==> config.mk <==
export PLATFORM = sky130hd
export DESIGN_NAME = acpc_core
export DESIGN_NICKNAME = d
export VERILOG_FILES = /design/src/core/acpc_core.v /design/src/core/acpc_sync3.v
export VERILOG_INCLUDE_DIRS = /design/src /design/src/core
export SDC_FILE = /design/constraint.sdc
export NUM_CORES = 1
export LEC_CHECK = 0
export BUFFER_PORTS_ARGS = -buffer_cell sky130_fd_sc_hd__buf_2
export CORE_UTILIZATION = 40
export DETAILED_ROUTE_END_ITERATION = 10
export PLACE_DENSITY = 0.71
export SYNTH_ARGS = -nofsm -noshare
export SYNTH_HDL_FRONTEND = slang
export SYNTH_SLANG_ARGS = --single-unit
==> constraint.sdc <==
create_clock -name clk_sys -period 3.75 [get_ports clk_sys]
set_input_delay 0.375 -clock clk_sys [delete_from_list [all_inputs] [get_ports clk_sys]]
set_output_delay 0.375 -clock clk_sys [all_outputs]
set_load 0.05 [all_outputs]
==> src/core/acpc_defines.vh <==
// Offsets, field positions, reset values and decode tables of the aux clock control
// ---------------------------------------------------------------------------
// Summary of operation
// - Mode field 11 external clock, 10 crystal, 01 fast crystal, 00 off.
// - Three-bit postscaler divides VCO output by a power of two, low codes larger.
// - Three-bit prescaler divides reference before phase detector, ratios 10,6,5,4,3 included.
// - Feedback multiplier field sits in bits 2..0 of second register.
// - Bits 15..3 of second register read zero and ignore writes.
// - One select bit picks PLL/oscillator path or alternative clock for divider.
// ---------------------------------------------------------------------------
`ifndef ACPC_DEFINES_VH
`define ACPC_DEFINES_VH

// ---------------------------------------------------------------------------
// Register byte offsets
// ---------------------------------------------------------------------------
`define ACPC_OFS_CTRL      8'h00
`define ACPC_OFS_MULT      8'h04
`define ACPC_OFS_IRQSTAT   8'h08
`define ACPC_OFS_IRQMASK   8'h0c

// ---------------------------------------------------------------------------
// Control register fields
// ---------------------------------------------------------------------------
`define ACPC_CTRL_ENABLE   15
`define ACPC_CTRL_LOCKED   14
`define ACPC_CTRL_DIVSRC   13
`define ACPC_CTRL_MODE_HI  12
`define ACPC_CTRL_MODE_LO  11
`define ACPC_CTRL_PRIMSEL  10
`define ACPC_CTRL_RCSEL    9
`define ACPC_CTRL_POST_HI  7
`define ACPC_CTRL_POST_LO  5
`define ACPC_CTRL_PRE_HI   2
`define ACPC_CTRL_PRE_LO   0
`define ACPC_MULT_HI       2
`define ACPC_MULT_LO       0

// ---------------------------------------------------------------------------
// Reset values
// ---------------------------------------------------------------------------
`define ACPC_CTRL_RESET    16'h0000
`define ACPC_MULT_RESET    3'h0
`define ACPC_IRQ_RESET     2'h0

// ---------------------------------------------------------------------------
// Interrupt status bits
// ---------------------------------------------------------------------------
`define ACPC_IRQ_LOCK_GAIN 0
`define ACPC_IRQ_LOCK_LOSS 1

// ---------------------------------------------------------------------------
// Oscillator mode codes
// ---------------------------------------------------------------------------
`define ACPC_MODE_OFF      2'h0
`define ACPC_MODE_HSXTAL   2'h1
`define ACPC_MODE_XTAL     2'h2
`define ACPC_MODE_EXTCLK   2'h3

// ---------------------------------------------------------------------------
// Postscaler: divide is two to the power given; code 0 gives the deepest
// ---------------------------------------------------------------------------
`define ACPC_POST_CODE0_LOG 4'h8
`define ACPC_POST_TOP_CODE  4'h7

// ---------------------------------------------------------------------------
// Prescaler ratios per code
// ---------------------------------------------------------------------------
`define ACPC_PRE_R7        5'h0c
`define ACPC_PRE_R6        5'h0a
`define ACPC_PRE_R5        5'h06
`define ACPC_PRE_R4        5'h05
`define ACPC_PRE_R3        5'h04
`define ACPC_PRE_R2        5'h03
`define ACPC_PRE_R1        5'h02
`define ACPC_PRE_R0        5'h01

// ---------------------------------------------------------------------------
// Feedback multiplier: ratio is base plus code, except the top code, which has its own ratio
// ---------------------------------------------------------------------------
`define ACPC_MULT_BASE     6'h0f
`define ACPC_MULT_TOP_CODE 3'h7
`define ACPC_MULT_TOP_RAT  6'h18

`endif

==> src/core/acpc_core.v <==
// Auxiliary clock PLL control: APB registers, decode and lock tracking
`include "acpc_defines.vh"
`timescale 1ns/1ps
`default_nettype none

module acpc_core (
    input  wire        clk_sys,
    input  wire        nrst,
    // APB slave
    input  wire        psel,
    input  wire        penable,
    input  wire        pwrite,
    input  wire [7:0]  paddr,
    input  wire [31:0] pwdata,
    input  wire [3:0]  pstrb,
    output reg  [31:0] prdata,
    output wire        pready,
    output wire        pslverr,
    // Analog PLL and oscillator side
    input  wire        pllPhaseLock,
    output wire        auxPllEnable,
    output wire        usbClkFromPll,
    output wire        extClkModeEn,
    output wire        xtalModeEn,
    output wire        hsXtalModeEn,
    output wire        auxOscOff,
    output wire        refPrimarySel,
    output wire        refRcSel,
    output wire        divSrcAlternate,
    output reg  [3:0]  postDivLog2,
    output reg  [4:0]  preDivRatio,
    output reg  [5:0]  fbMultRatio,
    output wire [2:0]  fbMultCode,
    // Interrupt
    output wire        irq
);

    // -----------------------------------------------------------------------
    // Register storage
    // -----------------------------------------------------------------------
    reg        enableReg;
    reg        lockedReg;
    reg        divSrcReg;
    reg  [1:0] modeReg;
    reg        primSelReg;
    reg        rcSelReg;
    reg  [2:0] postReg;
    reg  [2:0] preReg;
    reg  [2:0] multReg;
    reg  [1:0] irqStatReg;
    reg  [1:0] irqMaskReg;

    reg  [1:0] irqStatNext;
    reg  [31:0] readData;
    reg        addrHit;

    wire       lockSync;
    wire       setupPhase;
    wire       wrAccess;
    wire       lockNext;
    wire       lockGain;
    wire       lockLoss;
    wire [15:0] ctrlView;

    // -----------------------------------------------------------------------
    // Lock input synchroniser
    // -----------------------------------------------------------------------
    acpc_sync3 #(
        .RESET_LEVEL (1'b0)
    ) uLockSync (
        .clk_sys (clk_sys),
        .nrst    (nrst),
        .asyncIn (pllPhaseLock),
        .syncOut (lockSync)
    );

    // -----------------------------------------------------------------------
    // APB handshake
    // -----------------------------------------------------------------------
    assign setupPhase = psel & ~penable;
    assign wrAccess   = psel & penable & pwrite;
    assign pready     = 1'b1;
    assign pslverr    = psel & penable & ~addrHit;

    always @* begin
        case (paddr)
            `ACPC_OFS_CTRL:    addrHit = 1'b1;
            `ACPC_OFS_MULT:    addrHit = 1'b1;
            `ACPC_OFS_IRQSTAT: addrHit = 1'b1;
            `ACPC_OFS_IRQMASK: addrHit = 1'b1;
            default:           addrHit = 1'b0;
        endcase
    end

    // -----------------------------------------------------------------------
    // Control register writes
    // -----------------------------------------------------------------------
    always @(posedge clk_sys or negedge nrst) begin
        if (!nrst) begin
            enableReg  <= 1'b0;
            divSrcReg  <= 1'b0;
            modeReg    <= 2'h0;
            primSelReg <= 1'b0;
            rcSelReg   <= 1'b0;
            postReg    <= 3'h0;
            preReg     <= 3'h0;
            multReg    <= `ACPC_MULT_RESET;
            irqMaskReg <= `ACPC_IRQ_RESET;
        end else if (wrAccess) begin
            if (paddr == `ACPC_OFS_CTRL) begin
                if (pstrb[1]) begin
                    enableReg  <= pwdata[`ACPC_CTRL_ENABLE];
                    divSrcReg  <= pwdata[`ACPC_CTRL_DIVSRC];
                    modeReg    <= pwdata[`ACPC_CTRL_MODE_HI:`ACPC_CTRL_MODE_LO];
                    primSelReg <= pwdata[`ACPC_CTRL_PRIMSEL];
                    rcSelReg   <= pwdata[`ACPC_CTRL_RCSEL];
                end
                if (pstrb[0]) begin
                    postReg <= pwdata[`ACPC_CTRL_POST_HI:`ACPC_CTRL_POST_LO];
                    preReg  <= pwdata[`ACPC_CTRL_PRE_HI:`ACPC_CTRL_PRE_LO];
                end
            end
            if (paddr == `ACPC_OFS_MULT && pstrb[0]) begin
                // Upper bits have no storage
                multReg <= pwdata[`ACPC_MULT_HI:`ACPC_MULT_LO];
            end
            if (paddr == `ACPC_OFS_IRQMASK && pstrb[0]) begin
                irqMaskReg <= pwdata[1:0];
            end
        end
    end

    // -----------------------------------------------------------------------
    // Lock status
    // -----------------------------------------------------------------------
    // Status only follows a settled lock while the PLL is running
    assign lockNext = enableReg & lockSync;
    assign lockGain = lockNext & ~lockedReg;
    assign lockLoss = ~lockNext & lockedReg;

    always @(posedge clk_sys or negedge nrst) begin
        if (!nrst) begin
            lockedReg <= 1'b0;
        end else begin
            lockedReg <= lockNext;
        end
    end

    // -----------------------------------------------------------------------
    // Interrupt status, write one to clear, new events win
    // -----------------------------------------------------------------------
    always @* begin
        irqStatNext = irqStatReg;
        if (wrAccess && paddr == `ACPC_OFS_IRQSTAT && pstrb[0]) begin
            irqStatNext = irqStatNext & ~pwdata[1:0];
        end
        if (lockGain) begin
            irqStatNext[`ACPC_IRQ_LOCK_GAIN] = 1'b1;
        end
        if (lockLoss) begin
            irqStatNext[`ACPC_IRQ_LOCK_LOSS] = 1'b1;
        end
    end

    always @(posedge clk_sys or negedge nrst) begin
        if (!nrst) begin
            irqStatReg <= `ACPC_IRQ_RESET;
        end else begin
            irqStatReg <= irqStatNext;
        end
    end

    assign irq = |(irqStatReg & irqMaskReg);

    // -----------------------------------------------------------------------
    // Read path, captured in the setup phase
    // -----------------------------------------------------------------------
    assign ctrlView = {enableReg, lockedReg, divSrcReg, modeReg, primSelReg,
                       rcSelReg, 1'b0, postReg, 2'b00, preReg};

    always @* begin
        readData = 32'h0000_0000;
        case (paddr)
            `ACPC_OFS_CTRL:    readData = {16'h0000, ctrlView};
            `ACPC_OFS_MULT:    readData = {29'h0, multReg};
            `ACPC_OFS_IRQSTAT: readData = {30'h0, irqStatReg};
            `ACPC_OFS_IRQMASK: readData = {30'h0, irqMaskReg};
            default:           readData = 32'h0000_0000;
        endcase
    end

    always @(posedge clk_sys or negedge nrst) begin
        if (!nrst) begin
            prdata <= 32'h0000_0000;
        end else if (setupPhase && !pwrite) begin
            prdata <= readData;
        end
    end

    // -----------------------------------------------------------------------
    // Oscillator mode decode
    // -----------------------------------------------------------------------
    assign extClkModeEn = (modeReg == `ACPC_MODE_EXTCLK);
    assign xtalModeEn   = (modeReg == `ACPC_MODE_XTAL);
    assign hsXtalModeEn = (modeReg == `ACPC_MODE_HSXTAL);
    assign auxOscOff    = (modeReg == `ACPC_MODE_OFF);

    // -----------------------------------------------------------------------
    // Clock routing controls
    // -----------------------------------------------------------------------
    assign auxPllEnable    = enableReg;
    assign usbClkFromPll   = enableReg;
    assign divSrcAlternate = divSrcReg;
    assign refPrimarySel   = primSelReg;
    assign refRcSel        = rcSelReg;
    assign fbMultCode      = multReg;

    // -----------------------------------------------------------------------
    // Divider ratio decode, registered
    // -----------------------------------------------------------------------
    always @(posedge clk_sys or negedge nrst) begin
        if (!nrst) begin
            postDivLog2 <= `ACPC_POST_CODE0_LOG;
        end else if (postReg == 3'h0) begin
            postDivLog2 <= `ACPC_POST_CODE0_LOG;
        end else begin
            postDivLog2 <= `ACPC_POST_TOP_CODE - {1'b0, postReg};
        end
    end

    always @(posedge clk_sys or negedge nrst) begin
        if (!nrst) begin
            preDivRatio <= `ACPC_PRE_R0;
        end else begin
            case (preReg)
                3'h7:    preDivRatio <= `ACPC_PRE_R7;
                3'h6:    preDivRatio <= `ACPC_PRE_R6;
                3'h5:    preDivRatio <= `ACPC_PRE_R5;
                3'h4:    preDivRatio <= `ACPC_PRE_R4;
                3'h3:    preDivRatio <= `ACPC_PRE_R3;
                3'h2:    preDivRatio <= `ACPC_PRE_R2;
                3'h1:    preDivRatio <= `ACPC_PRE_R1;
                default: preDivRatio <= `ACPC_PRE_R0;
            endcase
        end
    end

    always @(posedge clk_sys or negedge nrst) begin
        if (!nrst) begin
            fbMultRatio <= `ACPC_MULT_BASE;
        end else if (multReg == `ACPC_MULT_TOP_CODE) begin
            fbMultRatio <= `ACPC_MULT_TOP_RAT;
        end else begin
            fbMultRatio <= `ACPC_MULT_BASE + {3'b000, multReg};
        end
    end

endmodule

`default_nettype wire

==> src/core/acpc_sync3.v <==
// Three-stage synchroniser with agreement filter for an asynchronous level
`timescale 1ns/1ps
`default_nettype none

module acpc_sync3 #(
    parameter RESET_LEVEL = 1'b0
) (
    input  wire clk_sys,
    input  wire nrst,
    input  wire asyncIn,
    output reg  syncOut
);

    // -----------------------------------------------------------------------
    // Capture chain
    // -----------------------------------------------------------------------
    reg stage1Reg;
    reg stage2Reg;
    reg stage3Reg;

    always @(posedge clk_sys or negedge nrst) begin
        if (!nrst) begin
            stage1Reg <= RESET_LEVEL;
            stage2Reg <= RESET_LEVEL;
            stage3Reg <= RESET_LEVEL;
            syncOut   <= RESET_LEVEL;
        end else begin
            stage1Reg <= asyncIn;
            stage2Reg <= stage1Reg;
            stage3Reg <= stage2Reg;
            // Change accepted only once stages two and three agree
            if (stage2Reg == stage3Reg) begin
                syncOut <= stage3Reg;
            end
        end
    end

endmodule

`default_nettype wire

**After elaboration in Yosys (flattened, before gate mapping)**

Cells that the tools add are included.

- Equal/unequal tests: 15
- Reduce and logical (&&, ||, !) cells: 17
- Add/subtract/negate cells: 2
- Bitwise gates (word level): 14
- Multiplexer cells: 8

Operators with widths:

| cell | count |
|---|---|
| 16-bit case mux with 4 select lines | 1 |
| 4-bit case mux with 7 select lines | 1 |
| 8-bit by 4-bit equality test with 1-bit output, second input constant | 2 |
| 3-bit equality test, second input constant | 5 |
| 8-bit by 3-bit equality test with 1-bit output, second input constant | 1 |
| 8-bit logical NOT | 1 |
| 1-bit bitwise AND | 7 |
| 3-bit by 2-bit equality test with 1-bit output, second input constant | 2 |
| 3-bit AND reduction | 2 |
| 4-bit by 3-bit adder with 5-bit output, first input constant | 1 |
| 1-bit logical AND | 5 |
| 5-bit 2-to-1 mux | 1 |
| 2-bit bitwise AND | 2 |
| 2-bit equality test, second input constant | 2 |
| 4-bit 2-to-1 mux | 1 |
| 1-bit NOT | 4 |
| 2-bit AND reduction | 2 |
| 2-bit nonzero test | 2 |
| 4-bit OR reduction | 1 |
| 3-bit by 3-bit subtractor with 4-bit output, first input constant | 1 |
| 3-bit by 1-bit equality test with 1-bit output, second input constant | 1 |
| 3-bit logical NOT | 1 |
| 1-bit 2-to-1 mux | 3 |
| 2-bit by 1-bit equality test with 1-bit output, second input constant | 1 |
| 6 further kinds | 6 |

- Output and inout bits: 62
- Bits of input ports: 50
- Bits in registers: 71
- Word-level logic and storage cells: 76

**Logic depth before layout (Yosys ltp)**

- Word-level depth: 6
- Mapped depth: 5
- Depth with buffers taken out: 4

**Cells and area by module**

Synthesis repeated with hierarchy kept, for this count alone.

- Cells, all modules: 195
- Area total of the unflattened synthesis: 2,263.4 µm²

Modules (own cells, without submodules):

| module | times used | cells an instance | sequential area each (µm²) | area each (µm²) |
|---|---|---|---|---|
| acpc_core | 1 | 190 | 1,158.6 | 2,152.1 |
| acpc_sync3 | 1 | 5 | 100.1 | 111.4 |

**Worst setup path after synthesis**

No wires, ideal clock.

- Path type: input port to flip-flop
- Start: input paddr[5]
- End: register multReg[0], in the netlist fbMultCode[0]
- Required time: 3,625 ps
- Cell stages on the path: 3
- Data arrival time: 1,627 ps
- Path slack: 1,999 ps
- Path buffers: 0
- Cell sequence: or4_4 nor4_4 mux2_2

- Cells in the longest elaborated chain, start to end: 3

RTL lines:

| what | line | text |
|---|---|---|
| start, declared | acpc_core.v:13 | `input wire [7:0] paddr,` |
| 8-bit by 3-bit equality test with 1-bit output | -- |  |
| 1-bit logical AND | acpc_core.v:123 | `` if (paddr == `ACPC_OFS_MULT && pstrb[0]) begin `` |
| 2-bit AND reduction (no line) | -- |  |
| end signal, assigned | acpc_core.v:107 | `` multReg <= `ACPC_MULT_RESET; `` |
| end signal, assigned | acpc_core.v:125 | `` multReg <= pwdata[`ACPC_MULT_HI:`ACPC_MULT_LO]; `` |
| end, declared | acpc_core.v:49 | `reg [2:0] multReg;` |

Every way passes these cells.
A chain may end at the register's enable or synchronous reset.

**Worst setup path in the final report**

- Start: input paddr[2]
- End: register divSrcReg, in the netlist divSrcAlternate

- Cells in the longest elaborated chain, start to end: 2

RTL lines:

| what | line | text |
|---|---|---|
| 8-bit logical NOT | -- |  |
| 3-bit AND reduction (no line) | -- |  |
| end signal, assigned | acpc_core.v:113 | `` divSrcReg <= pwdata[`ACPC_CTRL_DIVSRC]; `` |
| end, declared | acpc_core.v:43 | `reg divSrcReg;` |

Every way passes these cells.

==> run metrics <==
crit-path max FO=7; final worst-path cycle share=approximately 47%; Lkg Pwr=0.00139 uW; n_diodes=0; number of DRC violations after detailed-routing iteration 0=39; IO buf count=67; RSZ-0062 raised after global routing=no; I/O pins=112; total global routing overflow=0; Sink Count=50; post-synthesis simple-gate area fraction=16.0%; Clock Skew=around 0.0096 ns; layout cells sized above 1=between 40% and 50%; worst slew pin tran=1.10 ns; Synth Instances=192; clk buf depth=2; dominant combinational cell family by area after synthesis=simple AND/OR/NAND/NOR gates; DRC Markers=0; gp weighted congestion=0.740; total wire length=4.19 mm; Unique masters post-synth=35; Max-slew headroom=between 20% and 30%; first-pass GRT wire length=7.23 mm; Core Util, Final=51.0%; chip height=76.9 um; Initial Utilization=42.8%; Post-DRT Antenna Nets=0; Final Non-Filler Cells=331; initial antenna violation count=0; CTS H-Tree Depth=2; gr busiest metal=met2; Hold WC Path Type=input pin to flop; Ys Warns=0; Worst-Skew Late Latency=0.30 ns; router iterations before antenna repair=4; area grow syn2layout=19.0%; fmax=571 MHz; post-placement cell count=323; Synth Area in Compound Gates=between 5 and 6%; crit-path max cell delay=~0.6 ns; CTS root buffer=clkbuf_8; post-synthesis cell area=0.00224 mm2; CTS tree=yes; # rows=26; mux cell area share after synthesis=between 10% and 20%; Via density=4.68; core box area=0.00524 mm2; CP Class=input pin to flop; dpl cell area=0.00256 mm2; critical path's slowest cell=nor4_1; Worst Path Arrival=1.94 ns; Setup TNS Final=0 ns; Detailed Place HPWL=3.02 mm; Tmin final=1.75 ns; met3 GRT Util=under 10%; CP required=3.94 ns; CP cell instances=buf_2 > nor4_1 > and3_1 > mux2_2; die width=between 70 and 80 um; max cap viols=0; outcome=completed; Finished Cell Area=0.00267 mm2; Peak VDD IR=0.183 mV; vias=1548; critical path startpoint category=input pin; Slew Viols, Final=0; syn avg cell area=11.7 um2; post-synthesis sequential area ratio=a little under three fifths; xor and xnor area share after synthesis=less than 1%; CTS Hold Buffers Added=0; ratio of total power to cell area=between 300 and 400 mW/mm2; number of synthesized register bits=50; CTS clock-pin slew for the worst setup and hold paths=0.09 ns; Nets=between 300 and 400; Critical Path End Type=flop; met2 usage=23.9%; synthesized-area fraction occupied by adder cells=under 10%; Post-CTS Setup Inserts=0; final hold slack=about 0.17 ns; GR met1 Demand/Resource=20.6%; total track usage=15.6%; CTS buffer count=5; CTS resizes=0; largest net degree at the start of global routing=51; vias in the first global route=1497; WL per Instance=~13 um; Die ar.=0.00591 mm2; final setup vio count=0; Final Hold Vio Count=0
==> metrics by stage <==
stage	setup WS [ns]	total power (uW)
global route	1.93	1090
finish	2.00	1050
detailed placement	1.68	681
CTS	2.01	1050
global placement	1.74	680
floorplan	2.00	660
==> registers in the layout, summed over array words and instances (netlist names), 2 cells and up <==
name,flops
preDivRatio,4
modeReg,2
preReg,3
postReg,3
fbMultRatio,5
postDivLog2,4
irqMaskReg,2
prdata,13
fbMultCode,3
irqStatReg,2
==> cell families (layout without fill, tap and decap cells) <==
group	after synthesis	in the layout
muxes	21	21
DFF	50	50
and+or+nand+nor	63	63
adders and majority gates	2	2
other	2	22
buffers and inverters	32	81
xor gates and xnor gates	1	1
AOI/OAI and AO/OA	21	21
==> worst paths after layout <==
| check | from | endpoint | slack [ns] | depth (start not counted) |
|---|---|---|---|---|
| min in group asynchronous | nrst | auxPllEnable$_DFFE_PN0P_ | 0.27 | 1 |
| min reg2reg | uLockSync.stage1Reg$_DFF_PN0_ | uLockSync.stage2Reg$_DFF_PN0_ | 0.36 | 0 |
| max | paddr[2] | divSrcAlternate$_DFFE_PN0P_ | 2.00 | 4 |
| max reg2reg | fbMultCode[0]$_DFFE_PN0P_ | fbMultRatio[2]$_DFF_PN1_ | 2.42 | 4 |
| max in group asynchronous | nrst | postReg[2]$_DFFE_PN0P_ | 2.80 | 1 |
| min | pllPhaseLock | uLockSync.stage1Reg$_DFF_PN0_ | 0.17 | 1 |
==> critical path, delay by kind of cell <==
family	cells	cell delay (ns)
AND/OR/NAND/NOR	2	1.04
multiplexers	1	0.37
buffers and inverters	1	0.15
==> metal layers <==
layer	part of all wire (%)	wire [um]
met4	1.8	74
met5	0	0
met1	47	1980
met2	45	1900
met3	5.9	248
==> synth_stat cells, drive strengths merged <==
cell type,n,area (um2)
nor4,4,70.1
nor3b,1,7.51
mux4,2,45.0
conb,2,7.51
maj3,1,10.0
a22o,1,8.76
clkbuf,3,11.3
and2,2,12.5
or2,2,12.5
nand4,3,18.8
and3,1,6.26
a21o,1,7.51
a221o,1,10.0
dfrtp,44,1100
or2b,1,8.76
xor2,1,8.76
a31oi,1,6.26
and4,2,17.5
or4,1,11.3
nor2b,4,25.0
o21ai,15,75.1
nand2,29,109
inv,5,18.8
buf,24,178
a21oi,1,5.00
nor3,1,5.00
or3b,1,8.76
ha,1,12.5
nor2,7,26.3
mux2,19,214
nand3,4,20.0
o22ai,1,6.26
dfstp,6,158
==> layout make-up <==
cell class,count,area (um2)
fill,497,2570
sequential,50,1260
multi-input combinational,130,851
timing repair buffer,68,343
tap,70,87.6
clock buffer,6,72.6
clock inverter,2,37.5
inverter,5,18.8
==> layout by cell type, fill, tap and decap left out, types with 2 or more instances in the layout <==
cell,n
inv_1,5
mux2_2,19
buf_2,67
conb_1,22
nand2_1,29
nor4_4,3
and4_1,2
mux4_2,2
or2_2,2
o21ai_0,15
nor2_1,7
and2_1,2
dfrtp_1,44
clkbuf_8,5
dfstp_2,6
nand3_1,4
nor2b_1,4
nand4_1,3
==> where the power goes <==
| part | switching (uW) | internal [uW] | total [uW] |
|---|---|---|---|
| Sequential | 3.51 | 546 | 550 |
| Clock | 180 | 199 | 380 |
| Combinational | 96.8 | 23.1 | 120 |
| Total | 281 | 769 | 1050 |
Power figures use the tool's default switching activity.
